[src/pkg/adcseq_pkg.sv]
package adcseq_pkg;

    // Register byte addresses on the internal bus.
    localparam logic [15:0] ADDR_RESULT_A_HIGH = 16'hFFE0;
    localparam logic [15:0] ADDR_RESULT_A_LOW = 16'hFFE1;
    localparam logic [15:0] ADDR_RESULT_B_HIGH = 16'hFFE2;
    localparam logic [15:0] ADDR_RESULT_B_LOW = 16'hFFE3;
    localparam logic [15:0] ADDR_RESULT_C_HIGH = 16'hFFE4;
    localparam logic [15:0] ADDR_RESULT_C_LOW = 16'hFFE5;
    localparam logic [15:0] ADDR_RESULT_D_HIGH = 16'hFFE6;
    localparam logic [15:0] ADDR_RESULT_D_LOW = 16'hFFE7;
    localparam logic [15:0] ADDR_CONTROL_STATUS = 16'hFFE8;

    // Control/status field positions.
    localparam int BIT_END_FLAG = 7;
    localparam int BIT_INT_ENABLE = 6;
    localparam int BIT_START = 5;
    localparam int BIT_SCAN = 4;
    localparam int BIT_TIME_SELECT = 3;
    localparam int BIT_GROUP = 2;
    localparam int BIT_INDEX_HIGH = 1;
    localparam int BIT_INDEX_LOW = 0;

    // Reset values.
    localparam logic [7:0] RESET_CONTROL_STATUS = 8'h00;
    localparam logic [9:0] RESET_RESULT = 10'h000;
    localparam logic [7:0] RESET_LATCH = 8'h00;
    localparam logic [7:0] READ_UNMAPPED = 8'h00;

    // Result word layout and unused low-byte bits.
    localparam int RESULT_BITS = 10;
    localparam logic [5:0] LOW_UNUSED = 6'h00;

    // Conversion times in states; one state is one core clock.
    localparam int CYCLES_PER_STATE = 1;
    localparam int FIRST_SLOW_STATES = 274;
    localparam int FIRST_FAST_STATES = 138;
    localparam int NEXT_SLOW_STATES = 256;
    localparam int NEXT_FAST_STATES = 128;
    localparam logic [8:0] FIRST_SLOW_CYCLES = 9'(FIRST_SLOW_STATES * CYCLES_PER_STATE);
    localparam logic [8:0] FIRST_FAST_CYCLES = 9'(FIRST_FAST_STATES * CYCLES_PER_STATE);
    localparam logic [8:0] NEXT_SLOW_CYCLES = 9'(NEXT_SLOW_STATES * CYCLES_PER_STATE);
    localparam logic [8:0] NEXT_FAST_CYCLES = 9'(NEXT_FAST_STATES * CYCLES_PER_STATE);

    typedef enum logic [0:0] {
        S_IDLE,
        S_CONV
    } adcseq_state_t;

endpackage

[src/pkg/adcseq_store_if.sv]
`timescale 1ns/1ps
interface adcseq_store_if;
    logic store;
    logic [1:0] idx;
    logic [9:0] data;
    logic clear;

    modport source (
        output store,
        output idx,
        output data,
        output clear
    );
    modport sink (
        input store,
        input idx,
        input data,
        input clear
    );
endinterface

[src/core/adcseq_timer.sv]
`timescale 1ns/1ps
module adcseq_timer
    import adcseq_pkg::*;
(
    // Clock and reset
    input wire logic core_clk,
    input wire logic rst,
    // Control
    input wire logic load,
    input wire logic abort,
    input wire logic [8:0] length,
    // Status
    output logic done
);

    logic [8:0] count;
    logic running;

    // Done fires exactly length cycles after the load edge.
    assign done = running && (count == 9'h001);

    always_ff @(posedge core_clk) begin
        if (rst || abort) begin
            running <= 1'b0;
            count <= 9'h000;
        end else if (load) begin
            running <= 1'b1;
            count <= length;
        end else if (done) begin
            running <= 1'b0;
            count <= 9'h000;
        end else if (running) begin
            count <= count - 9'h001;
        end
    end

endmodule

[src/core/adcseq_results.sv]
`timescale 1ns/1ps
module adcseq_results
    import adcseq_pkg::*;
(
    // Clock and reset
    input wire logic core_clk,
    input wire logic rst,
    // Store side
    adcseq_store_if.sink st,
    // Read side
    input wire logic [1:0] rd_idx,
    input wire logic rd_high,
    output logic [7:0] high_byte,
    output logic [7:0] low_latch
);

    logic [RESULT_BITS-1:0] result [4];

    wire [7:0] live_low = {result[rd_idx][1:0], LOW_UNUSED};

    // Top eight bits form the high byte.
    assign high_byte = result[rd_idx][9:2];

    genvar g;
    generate
        for (g = 0; g < 4; g++) begin : g_reg
            always_ff @(posedge core_clk) begin
                if (rst || st.clear) begin
                    result[g] <= RESET_RESULT;
                end else if (st.store && st.idx == 2'(g)) begin
                    result[g] <= st.data;
                end
            end
        end
    endgenerate

    // The low byte is caught when the high byte goes out, so a high-then-low pair matches.
    always_ff @(posedge core_clk) begin
        if (rst || st.clear) begin
            low_latch <= RESET_LATCH;
        end else if (rd_high) begin
            low_latch <= live_low;
        end
    end

endmodule

[src/core/adcseq_top.sv]
`timescale 1ns/1ps
// Notes on behaviour
// RULE_01: Result high byte holds top eight bits.
// RULE_02: Six unused low bits read zero.
// RULE_03: Reset or standby clears all results.
// RULE_04: Register index is input number modulo four.
// RULE_05: Result registers ignore bus writes.
// RULE_06: Reset or standby clears control/status.
// RULE_07: End flag cleared by read-one-write-zero only.
// RULE_08: Transfer controller service clears end flag.
// RULE_09: Flag sets per single conversion or scan cycle.
// RULE_10: Interrupt requested only with enable set.
// RULE_11: Converter runs only while start set.
// RULE_12: Single mode converts once, clears start.
// RULE_13: Scan repeats until start cleared.
// RULE_14: Mode bit selects single or scan.
// RULE_15: First conversion takes 274 or 138 states.
// RULE_16: Single mode converts group and index input.
// RULE_17: Scan covers group inputs zero to index.
// RULE_18: Software changes settings only while stopped.
// RULE_19: High byte read loads low-byte latch.
// RULE_20: Low byte read returns latch contents.
// RULE_21: Full result needs high byte first.
// RULE_22: Eight-bit readers may read high only.
// RULE_23: Single end stores, flags, clears start, halts.
// RULE_24: Next scan channel starts immediately.
// RULE_25: Later scan conversions take 256 or 128 states.
// RULE_26: Interrupt level is flag and enable.
module adcseq_top
    import adcseq_pkg::*;
(
    // Clock and reset
    input wire logic core_clk,
    input wire logic rst,
    // Chip power state
    input wire logic standby,
    // Internal bus
    input wire logic [15:0] bus_addr,
    input wire logic bus_rd,
    input wire logic bus_wr,
    input wire logic [7:0] bus_wdata,
    output logic [7:0] bus_rdata,
    // Transfer controller
    input wire logic xfer_service,
    // Interrupt
    output logic conversion_end_interrupt,
    // Analog side
    input wire logic [9:0] conv_result,
    output logic conv_busy,
    output logic [2:0] conv_channel
);

    function automatic logic is_result(input logic [15:0] addr);
        is_result = (addr >= ADDR_RESULT_A_HIGH) && (addr <= ADDR_RESULT_D_LOW);
    endfunction

    function automatic logic [1:0] result_index(input logic [15:0] addr);
        result_index = addr[2:1];
    endfunction

    // Control/status fields.
    logic conversion_end_flag;
    logic end_interrupt_enable;
    logic start_bit;
    logic scan_mode;
    logic conversion_time_select;
    logic group_select_bit;
    logic channel_index_high;
    logic channel_index_low;

    logic flag_armed;
    logic [1:0] scan_idx;
    adcseq_state_t state;
    adcseq_state_t next_state;

    logic next_flag;
    logic next_enable;
    logic next_start;
    logic [1:0] next_scan_idx;

    adcseq_store_if st ();

    wire done;
    wire [7:0] high_byte;
    wire [7:0] low_latch;

    // Bus decode.
    wire csr_hit = (bus_addr == ADDR_CONTROL_STATUS);
    wire res_hit = is_result(bus_addr);
    wire wr_ctrl = bus_wr && csr_hit;
    wire rd_ctrl = bus_rd && csr_hit;
    wire rd_res_high = bus_rd && res_hit && !bus_addr[0]; // RULE_19
    wire [1:0] rd_idx = result_index(bus_addr);

    wire [1:0] chan_index = {channel_index_high, channel_index_low};
    wire [7:0] csr_value = {
        conversion_end_flag,
        end_interrupt_enable,
        start_bit,
        scan_mode,
        conversion_time_select,
        group_select_bit,
        channel_index_high,
        channel_index_low
    };

    // Channel in work: fixed index in single mode, running index in scan.
    wire [1:0] cur_idx = scan_mode ? scan_idx : chan_index; // RULE_14 RULE_16 RULE_17
    wire last_in_scan = (scan_idx == chan_index); // RULE_17

    wire converting = (state == S_CONV);
    wire conv_done = converting && done;
    wire single_end = conv_done && !scan_mode; // RULE_23
    wire cycle_end = conv_done && (!scan_mode || last_in_scan); // RULE_09

    // Timer loads.
    wire load_first = (state == S_IDLE) && start_bit && !standby; // RULE_11
    wire load_next = conv_done && scan_mode && start_bit && !standby; // RULE_24
    wire halt = converting && !start_bit; // RULE_11
    wire timer_load = load_first || load_next;

    wire [8:0] first_len = conversion_time_select ? FIRST_FAST_CYCLES
                                                  : FIRST_SLOW_CYCLES; // RULE_15
    wire [8:0] next_len = conversion_time_select ? NEXT_FAST_CYCLES
                                                 : NEXT_SLOW_CYCLES; // RULE_25
    wire [8:0] timer_len = load_first ? first_len : next_len;

    // Flag clear conditions.
    wire sw_clear = wr_ctrl && !bus_wdata[BIT_END_FLAG] && flag_armed; // RULE_07
    wire flag_clear = sw_clear || xfer_service; // RULE_08

    // Results go to the register that owns the input's slot in its group.
    assign st.store = conv_done;
    assign st.idx = cur_idx; // RULE_04
    assign st.data = conv_result; // RULE_01
    assign st.clear = standby; // RULE_03

    // Standby also stops the timer, so a conversion cut short never stores a result.
    adcseq_timer u_timer (
        .core_clk(core_clk),
        .rst(rst || standby),
        .load(timer_load),
        .abort(halt),
        .length(timer_len),
        .done(done)
    );

    adcseq_results u_results (
        .core_clk(core_clk),
        .rst(rst),
        .st(st),
        .rd_idx(rd_idx),
        .rd_high(rd_res_high),
        .high_byte(high_byte),
        .low_latch(low_latch)
    );

    // A completion in the same cycle as a clear keeps the flag set.
    always_comb begin
        next_flag = conversion_end_flag;
        if (standby) begin
            next_flag = 1'b0;
        end else if (cycle_end) begin
            next_flag = 1'b1; // RULE_09
        end else if (flag_clear) begin
            next_flag = 1'b0; // RULE_07 RULE_08
        end
    end

    always_comb begin
        next_enable = end_interrupt_enable;
        if (standby) begin
            next_enable = 1'b0;
        end else if (wr_ctrl) begin
            next_enable = bus_wdata[BIT_INT_ENABLE];
        end
    end

    // Hardware clears start at a single-mode end; a write in that very cycle
    // still lands, so software can restart back to back.
    always_comb begin
        next_start = start_bit;
        if (standby) begin
            next_start = 1'b0;
        end else if (wr_ctrl) begin
            next_start = bus_wdata[BIT_START]; // RULE_11
        end else if (single_end) begin
            next_start = 1'b0; // RULE_12 RULE_23
        end
    end

    // A fresh scan start always begins at the group's first input.
    always_comb begin
        next_scan_idx = scan_idx;
        if (standby || load_first) begin
            next_scan_idx = 2'b00; // RULE_17
        end else if (conv_done && scan_mode) begin
            next_scan_idx = last_in_scan ? 2'b00 : scan_idx + 2'b01; // RULE_13
        end
    end

    always_comb begin
        next_state = state;
        unique case (state)
            S_IDLE: begin
                if (load_first) begin
                    next_state = S_CONV;
                end
            end
            S_CONV: begin
                if (standby || halt) begin
                    next_state = S_IDLE; // RULE_11
                end else if (single_end) begin
                    next_state = S_IDLE; // RULE_23
                end else if (conv_done && !start_bit) begin
                    next_state = S_IDLE;
                end
            end
        endcase
    end

    // Status bits; standby is already folded into their next values.
    always_ff @(posedge core_clk) begin
        if (rst) begin
            conversion_end_flag <= RESET_CONTROL_STATUS[BIT_END_FLAG]; // RULE_06
            end_interrupt_enable <= RESET_CONTROL_STATUS[BIT_INT_ENABLE];
            start_bit <= RESET_CONTROL_STATUS[BIT_START];
        end else begin
            conversion_end_flag <= next_flag;
            end_interrupt_enable <= next_enable;
            start_bit <= next_start;
        end
    end

    // Settings written mid-run take effect at once; stopping first is up to software.
    always_ff @(posedge core_clk) begin
        if (rst || standby) begin
            scan_mode <= RESET_CONTROL_STATUS[BIT_SCAN]; // RULE_06
            conversion_time_select <= RESET_CONTROL_STATUS[BIT_TIME_SELECT];
            group_select_bit <= RESET_CONTROL_STATUS[BIT_GROUP];
            channel_index_high <= RESET_CONTROL_STATUS[BIT_INDEX_HIGH];
            channel_index_low <= RESET_CONTROL_STATUS[BIT_INDEX_LOW];
        end else if (wr_ctrl) begin
            scan_mode <= bus_wdata[BIT_SCAN]; // RULE_14
            conversion_time_select <= bus_wdata[BIT_TIME_SELECT];
            group_select_bit <= bus_wdata[BIT_GROUP];
            channel_index_high <= bus_wdata[BIT_INDEX_HIGH];
            channel_index_low <= bus_wdata[BIT_INDEX_LOW];
        end
    end

    // Software can clear the flag only after it has read it as one.
    always_ff @(posedge core_clk) begin
        if (rst || standby) begin
            flag_armed <= 1'b0;
        end else if (wr_ctrl) begin
            flag_armed <= 1'b0; // RULE_07
        end else if (rd_ctrl && conversion_end_flag) begin
            flag_armed <= 1'b1; // RULE_07
        end
    end

    always_ff @(posedge core_clk) begin
        if (rst) begin
            state <= S_IDLE;
        end else begin
            state <= next_state;
        end
    end

    always_ff @(posedge core_clk) begin
        if (rst) begin
            scan_idx <= 2'b00;
        end else begin
            scan_idx <= next_scan_idx;
        end
    end

    // Read data; result writes fall through the decode and change nothing.
    wire [7:0] res_value = bus_addr[0] ? low_latch : high_byte; // RULE_05 RULE_20
    wire [7:0] rd_value = csr_hit ? csr_value
                        : res_hit ? res_value
                        : READ_UNMAPPED;

    always_ff @(posedge core_clk) begin
        if (rst) begin
            bus_rdata <= READ_UNMAPPED;
        end else if (bus_rd) begin
            bus_rdata <= rd_value; // RULE_02 RULE_20
        end
    end

    // Interrupt follows the next flag so it drops with the flag, not after.
    wire next_request = next_flag && next_enable; // RULE_26

    always_ff @(posedge core_clk) begin
        if (rst) begin
            conversion_end_interrupt <= 1'b0;
        end else begin
            conversion_end_interrupt <= next_request; // RULE_10 RULE_26
        end
    end

    // Analog side sees the channel one cycle after the decision.
    wire [2:0] next_channel = {group_select_bit, scan_mode ? next_scan_idx : chan_index};

    always_ff @(posedge core_clk) begin
        if (rst) begin
            conv_busy <= 1'b0;
        end else begin
            conv_busy <= (next_state == S_CONV);
        end
    end

    // The result is taken at the timer's end, so the channel must stand until then.
    always_ff @(posedge core_clk) begin
        if (rst) begin
            conv_channel <= 3'h0;
        end else begin
            conv_channel <= next_channel; // RULE_16 RULE_17
        end
    end

endmodule

[config.mk]
export PLATFORM = sky130hd
export DESIGN_NAME = adcseq_top
export DESIGN_NICKNAME = d
export VERILOG_FILES = /design/src/pkg/adcseq_pkg.sv /design/src/pkg/adcseq_store_if.sv /design/src/core/adcseq_timer.sv /design/src/core/adcseq_results.sv /design/src/core/adcseq_top.sv
export SDC_FILE = /design/constraint.sdc
export NUM_CORES = 1
export LEC_CHECK = 0
export BUFFER_PORTS_ARGS = -buffer_cell sky130_fd_sc_hd__buf_2
export CORE_UTILIZATION = 52
export DETAILED_ROUTE_END_ITERATION = 10
export PLACE_DENSITY = 0.76
export SYNTH_ARGS = -nofsm -noshare
export SYNTH_HDL_FRONTEND = slang
export SYNTH_HIERARCHICAL = 1
export SYNTH_SLANG_ARGS = --single-unit
[constraint.sdc]
create_clock -name core_clk -period 2.5 [get_ports core_clk]
set_clock_uncertainty 0.05 [all_clocks]
set_input_delay 0.125 -clock core_clk [delete_from_list [all_inputs] [get_ports core_clk]]
set_output_delay 0.125 -clock core_clk [all_outputs]
set_load 0.05 [all_outputs]
; Word-level counts from Yosys, hierarchy flattened
; Memories as Yosys holds them, arrays and structs flattened.
; Index checks and enable logic that the tools add are counted.
[totals]
register_bits = 36
ram_bits = 40
out_inout_bits = 13
word_cells = 121
mem_count = 1
[classes]
n_addsub = 2
order_cmp = 2
eq_ne = 6
mux = 46
n_bitwise = 5
reduce_logical = 42
[memory_table]
columns = name, depth, width, rd, rd_clocked_by_memory_dff, write_ports, line_no
row1 = u_results.result, 4, 10, 1, 0, 4, adcseq_results.sv:17  ; logic [RESULT_BITS-1:0] result [4];
[ops]
columns = cell, n
row1 = 9-bit two-way mux, 6
row2 = 10-bit two-way mux, 4
row3 = 1-bit two-way mux, 27
row4 = 1-bit logical AND, 24
row5 = 8-bit two-way mux, 3
row6 = "16-bit == test, second input constant", 1
row7 = "16-bit >= comparator, second input constant", 1
row8 = "16-bit <= comparator, second input constant", 1
row9 = 2-bit two-way mux, 5
row10 = "9-bit by 1-bit == test with 1-bit output, second input constant", 1
row11 = "9-bit by 1-bit subtractor with 9-bit output, second input constant", 1
row12 = 1-bit logical OR, 7
row13 = 1-bit logical NOT, 5
row14 = "2-bit == test, second input constant", 2
row15 = 1-bit OR, 4
row16 = 2-bit nonzero test, 2
row17 = 2-bit OR reduction, 2
row18 = 3-bit nonzero test, 1
row19 = "2-bit by 1-bit adder with 2-bit output, second input constant", 1
row20 = "2-bit by 1-bit == test with 1-bit output, second input constant", 1
row21 = 2-bit == test, 1
row22 = 2-bit logical NOT, 1
row23 = 1-bit one-hot mux with 2 select lines, 1
row24 = 1-bit NOT, 1

; Logic depth before layout (Yosys ltp)
[depth]
depth_word = 9
mapped_depth = 11
depth_no_buf = 10

; Hierarchy
; Netlist, hierarchy kept.
[modules_own_cells]
columns = module, n_inst, cells_each, area_each_um2, seq_area_each_um2
row1 = adcseq_results, 1, 120, 1938.1, 1241.2
row2 = adcseq_top, 1, 150, 1271.2, 480.5
row3 = adcseq_timer, 1, 71, 590.6, 200.2

; Least setup slack after synthesis
; Ideal clock, no wire load.
[synth_timing]
kind = flip-flop to flip-flop
start = register u_timer.count[0]
end = memory u_results.result[1][0], enable pin
arrival_time_ps = 2086
setup_slack_ps = -27
stages_incl_launch_ff = 9
path_cell_list = dfxtp_1 -> ha_1 -> nor3b_1 -> nand3_1 -> inv_1 -> nand2_1 -> inv_1 -> nand2_1 -> o21ai_0
[synth_lines]
columns = element, line_no
row1 = start: declaration, adcseq_timer.sv:16  ; logic [8:0] count;
row2 = start signal: assignment, adcseq_timer.sv:28  ; count <= length;
row3 = start signal: assignment, adcseq_timer.sv:33  ; count <= count - 9'h001;
row4 = end: declaration, adcseq_results.sv:17

==> summary.md <==
| Metric | Value |
|---|---|
| Critical path required time | 2510 ps |
| Core region area | 6940 um2 |
| EDFF count, synth | 40 |
| F_max | 438 MHz |
| Synth warn | 6 |
| Vias in the first global route | 2708 |
| Ys async rst share | 0% |
| Total grt overflow | 0 |
| Post-place setup slack | 59.7 ps |
| Yosys top cell by area | edfxtp_1 |
| Delay of the slowest cell on the worst path | 410 ps |
| Fin crit share | 91.3% |
| Status | finished, final reports clean |
| Setup TNS | 0 ps |
| Final wirelength | 8.07 mm |
| R2R cell count | 10 |
| Ranking of synthesized cells by area | edfxtp_1 32%, dfxtp_1 19%, and2_1 6.6% |
| Fin worst setup slack | 218 ps |
| H-tree depth | 3 |
| Reg2reg end | u_results/result[0][4]$_SDFFCE_PN0P_ |
| Final instance area | 4420 um2 |
| Worst VDD drop | 0.358 mV |
| Rows | 30 |
| CTS root buffer | clkbuf_8 |
| Pwr dens | approximately 540 nW/um2 |
| Slowest cell on the critical path | or3b_4 |
| Avg Cell Area, Syn | between 10 and 15 um2 |
| Clock Path Buffers | 2 |
| Leak Pwr | 1.75 nW |
| # DRC | 0 |
| TritonRoute pass-1 iters | 4 |
| Yosys cell types | 56 |
| Initial antenna violation count | 0 |
| Synthesized cell area | 3800 um2 |
| Clock transition at path regs | 70 ps |
| Crit start category | flop |
| Crit Path Max Fanout | 6 |
| WHS Endpoint | start_bit$_SDFFE_PP0P_ |
| HP Class | in2reg |
| CP Class | reg2reg |
| Launching point of the worst reg2reg path | u_timer/count[1]$_SDFFE_PP0P_ |
| Layout cells sized above 1 | 25.0% |
| Starting density of the core | 54.7% |
| Routed via count | 2747 |
| Commonest cells post-synth | 40 x and2_1, 40 x edfxtp_1, 36 x dfxtp_1 |
| Die area | 7650 um2 |
| Final #Nets | 450 |
| Clk sink count | 76 |
| Drt first-iter violations | 114 |
| Syn-to-layout area delta | 16.2% |
| Post-synthesis sequential area ratio | 50.6% |
| Final Critical Period | 2280 ps |
| Ports | 53 |
| Pin count of the biggest net entering global routing | 13 |
| Post-DP HPWL | 5.72 mm |
| Die X | 87.5 um |
| Number of buffers created by CTS | 9 |
| Hold_sp | bus_wdata[5] |
| Antenna fix cells | 0 |
| PortBufs | 52 |
| Max Cap Violations | 0 |
| Synth Instances | 341 |
| Final Max Slew Viols | 0 |
| Post-DRT Antenna Nets | 0 |
| Via density | 5.41 |
| RSZ-0062 raised after global routing | no |
| Die H | 87.5 um |
| Post-synthesis register bit count | 76 |
| Hold path depth | 3 |
| GPL Wtd Cong | roughly 0.85 |
| Wire per inst | 15.9 um |
| Crit path DAT | 2290 ps |
| Clk_lat worst skew | ~340 ps |
| Final hold violation count | 0 |
| Crit-path cells | inv_1 > ha_1 > nor3b_2 > nand3_1 > inv_2 > nand2_1 > inv_1 > or3b_4 > nand2_1 > buf_4 |
| Dpl cell area | 4180 um2 |
| Synth top area share | 31.6% |
| TritonCTS clock tree | done |
| Tot GR Track Use | 23.2% |
| Worst reg2reg setup slack | about 220 ps |
| Endpoint class of the critical path | flop |
| Ys flop type | edfxtp_1 |
| First-pass GRT wire length | 13.2 mm |
| Final setup viols | 0 |
## layout by cell type, fill, tap and decap left out, types with 9 or more instances in the layout
cell / count
nor2_1: 14
dfxtp_1: 35
nand3_1: 23
edfxtp_1: 40
inv_1: 11
buf_4: 12
conb_1: 10
clkbuf_8: 9
and2_1: 40
nand2_1: 23
buf_2: 52
o21ai_0: 15
a21oi_1: 13
## how the worst max path moves through the flow
stage                                        from                              endpoint  slack (ps)  cells past startpoint
floorplan           u_timer/count[0]$_SDFFE_PP0P_  u_results/result[0][0]$_SDFFCE_PN0P_         230                      8
global placement    u_timer/count[0]$_SDFFE_PP0P_  u_results/result[0][8]$_SDFFCE_PN0P_         150                      9
detailed placement  u_timer/count[0]$_SDFFE_PP0P_  u_results/result[0][8]$_SDFFCE_PN0P_          60                      9
CTS                 u_timer/count[0]$_SDFFE_PP0P_  u_results/result[0][1]$_SDFFCE_PN0P_          50                      9
global route        u_timer/count[1]$_SDFFE_PP0P_  u_results/result[0][1]$_SDFFCE_PN0P_          30                     10
finish              u_timer/count[1]$_SDFFE_PP0P_  u_results/result[0][4]$_SDFFCE_PN0P_         220                     10
## worst max-delay path, delay by kind of cell, from the launching register on
| kind | cells | cell delay (ps) |
|---|---|---|
| flip-flops | 1 | 340 |
| AND/OR/NAND/NOR | 5 | 920 |
| adder cells (fa/ha/maj) | 1 | 180 |
| buffers and inverters | 4 | 500 |
## through the flow
| stage | instances | utilization, % | power, mW | hold slack (ps) |
|---|---|---|---|---|
| detailed placement | 488 | 60.1 | 1.53 | 340 |
| global route | 508 | 63.6 | 2.48 | 11.2 |
| global placement | 488 | 60.1 | 1.52 | 335 |
| CTS | 508 | 63.5 | 2.42 | 5.97 |
| floorplan | 349 | - | 1.47 | 227 |
| finish | 508 | 63.6 | 2.39 | 13.2 |
## area by class of cell
cell class | instances | area [um2]
clock buffer | 10 | 128
clock inverter | 5 | 53.8
fill | 571 | 2530
inverter | 12 | 45.0
multi-input combinational | 240 | 1750
sequential | 76 | 1920
tap | 96 | 120
timing repair buffer | 69 | 400
## layer usage
metal  vias up  track usage (%)  share of wire, %
met5         -                0                 0
met4         0             7.30               1.4
met3         9             5.12               4.6
met2        76             38.9                50
met1      1290             29.9                44
li1       1372                -                 -
## logic make-up after synthesis
kind of cell / after synthesis / share of synthesized area (%)
adders and majority gates: 2 / 0.658
buffers and inverters: 33 / 4.48
AOI/OAI and AO/OA: 60 / 10.2
DFF: 76 / 50.6
xor gates and xnor gates: 7 / 1.61
other: 2 / 0.198
and+or+nand+nor: 139 / 22.2
muxes: 22 / 10.1
## where the power goes
part	switching, mW	total (mW)	internal, mW
registers	0.00934	1.35	1.34
clock network	0.438	0.889	0.451
logic	0.0886	0.160	0.0709
## registers in the layout, indices dropped and copies added, names as in the netlist, 2 cells and up
signal               cells
u_results/result        40
scan_idx                 2
bus_rdata                8
u_results/low_latch      2
u_timer/count            9
conv_channel             3
## timing repair
item,CTS,global route
endpoints found under the setup margin,0,61
hold buffers,5,0
setup buffers,0,0
resized for setup,0,4
endpoints found under the hold margin,5,0
Power figures use the tool's default switching activity.
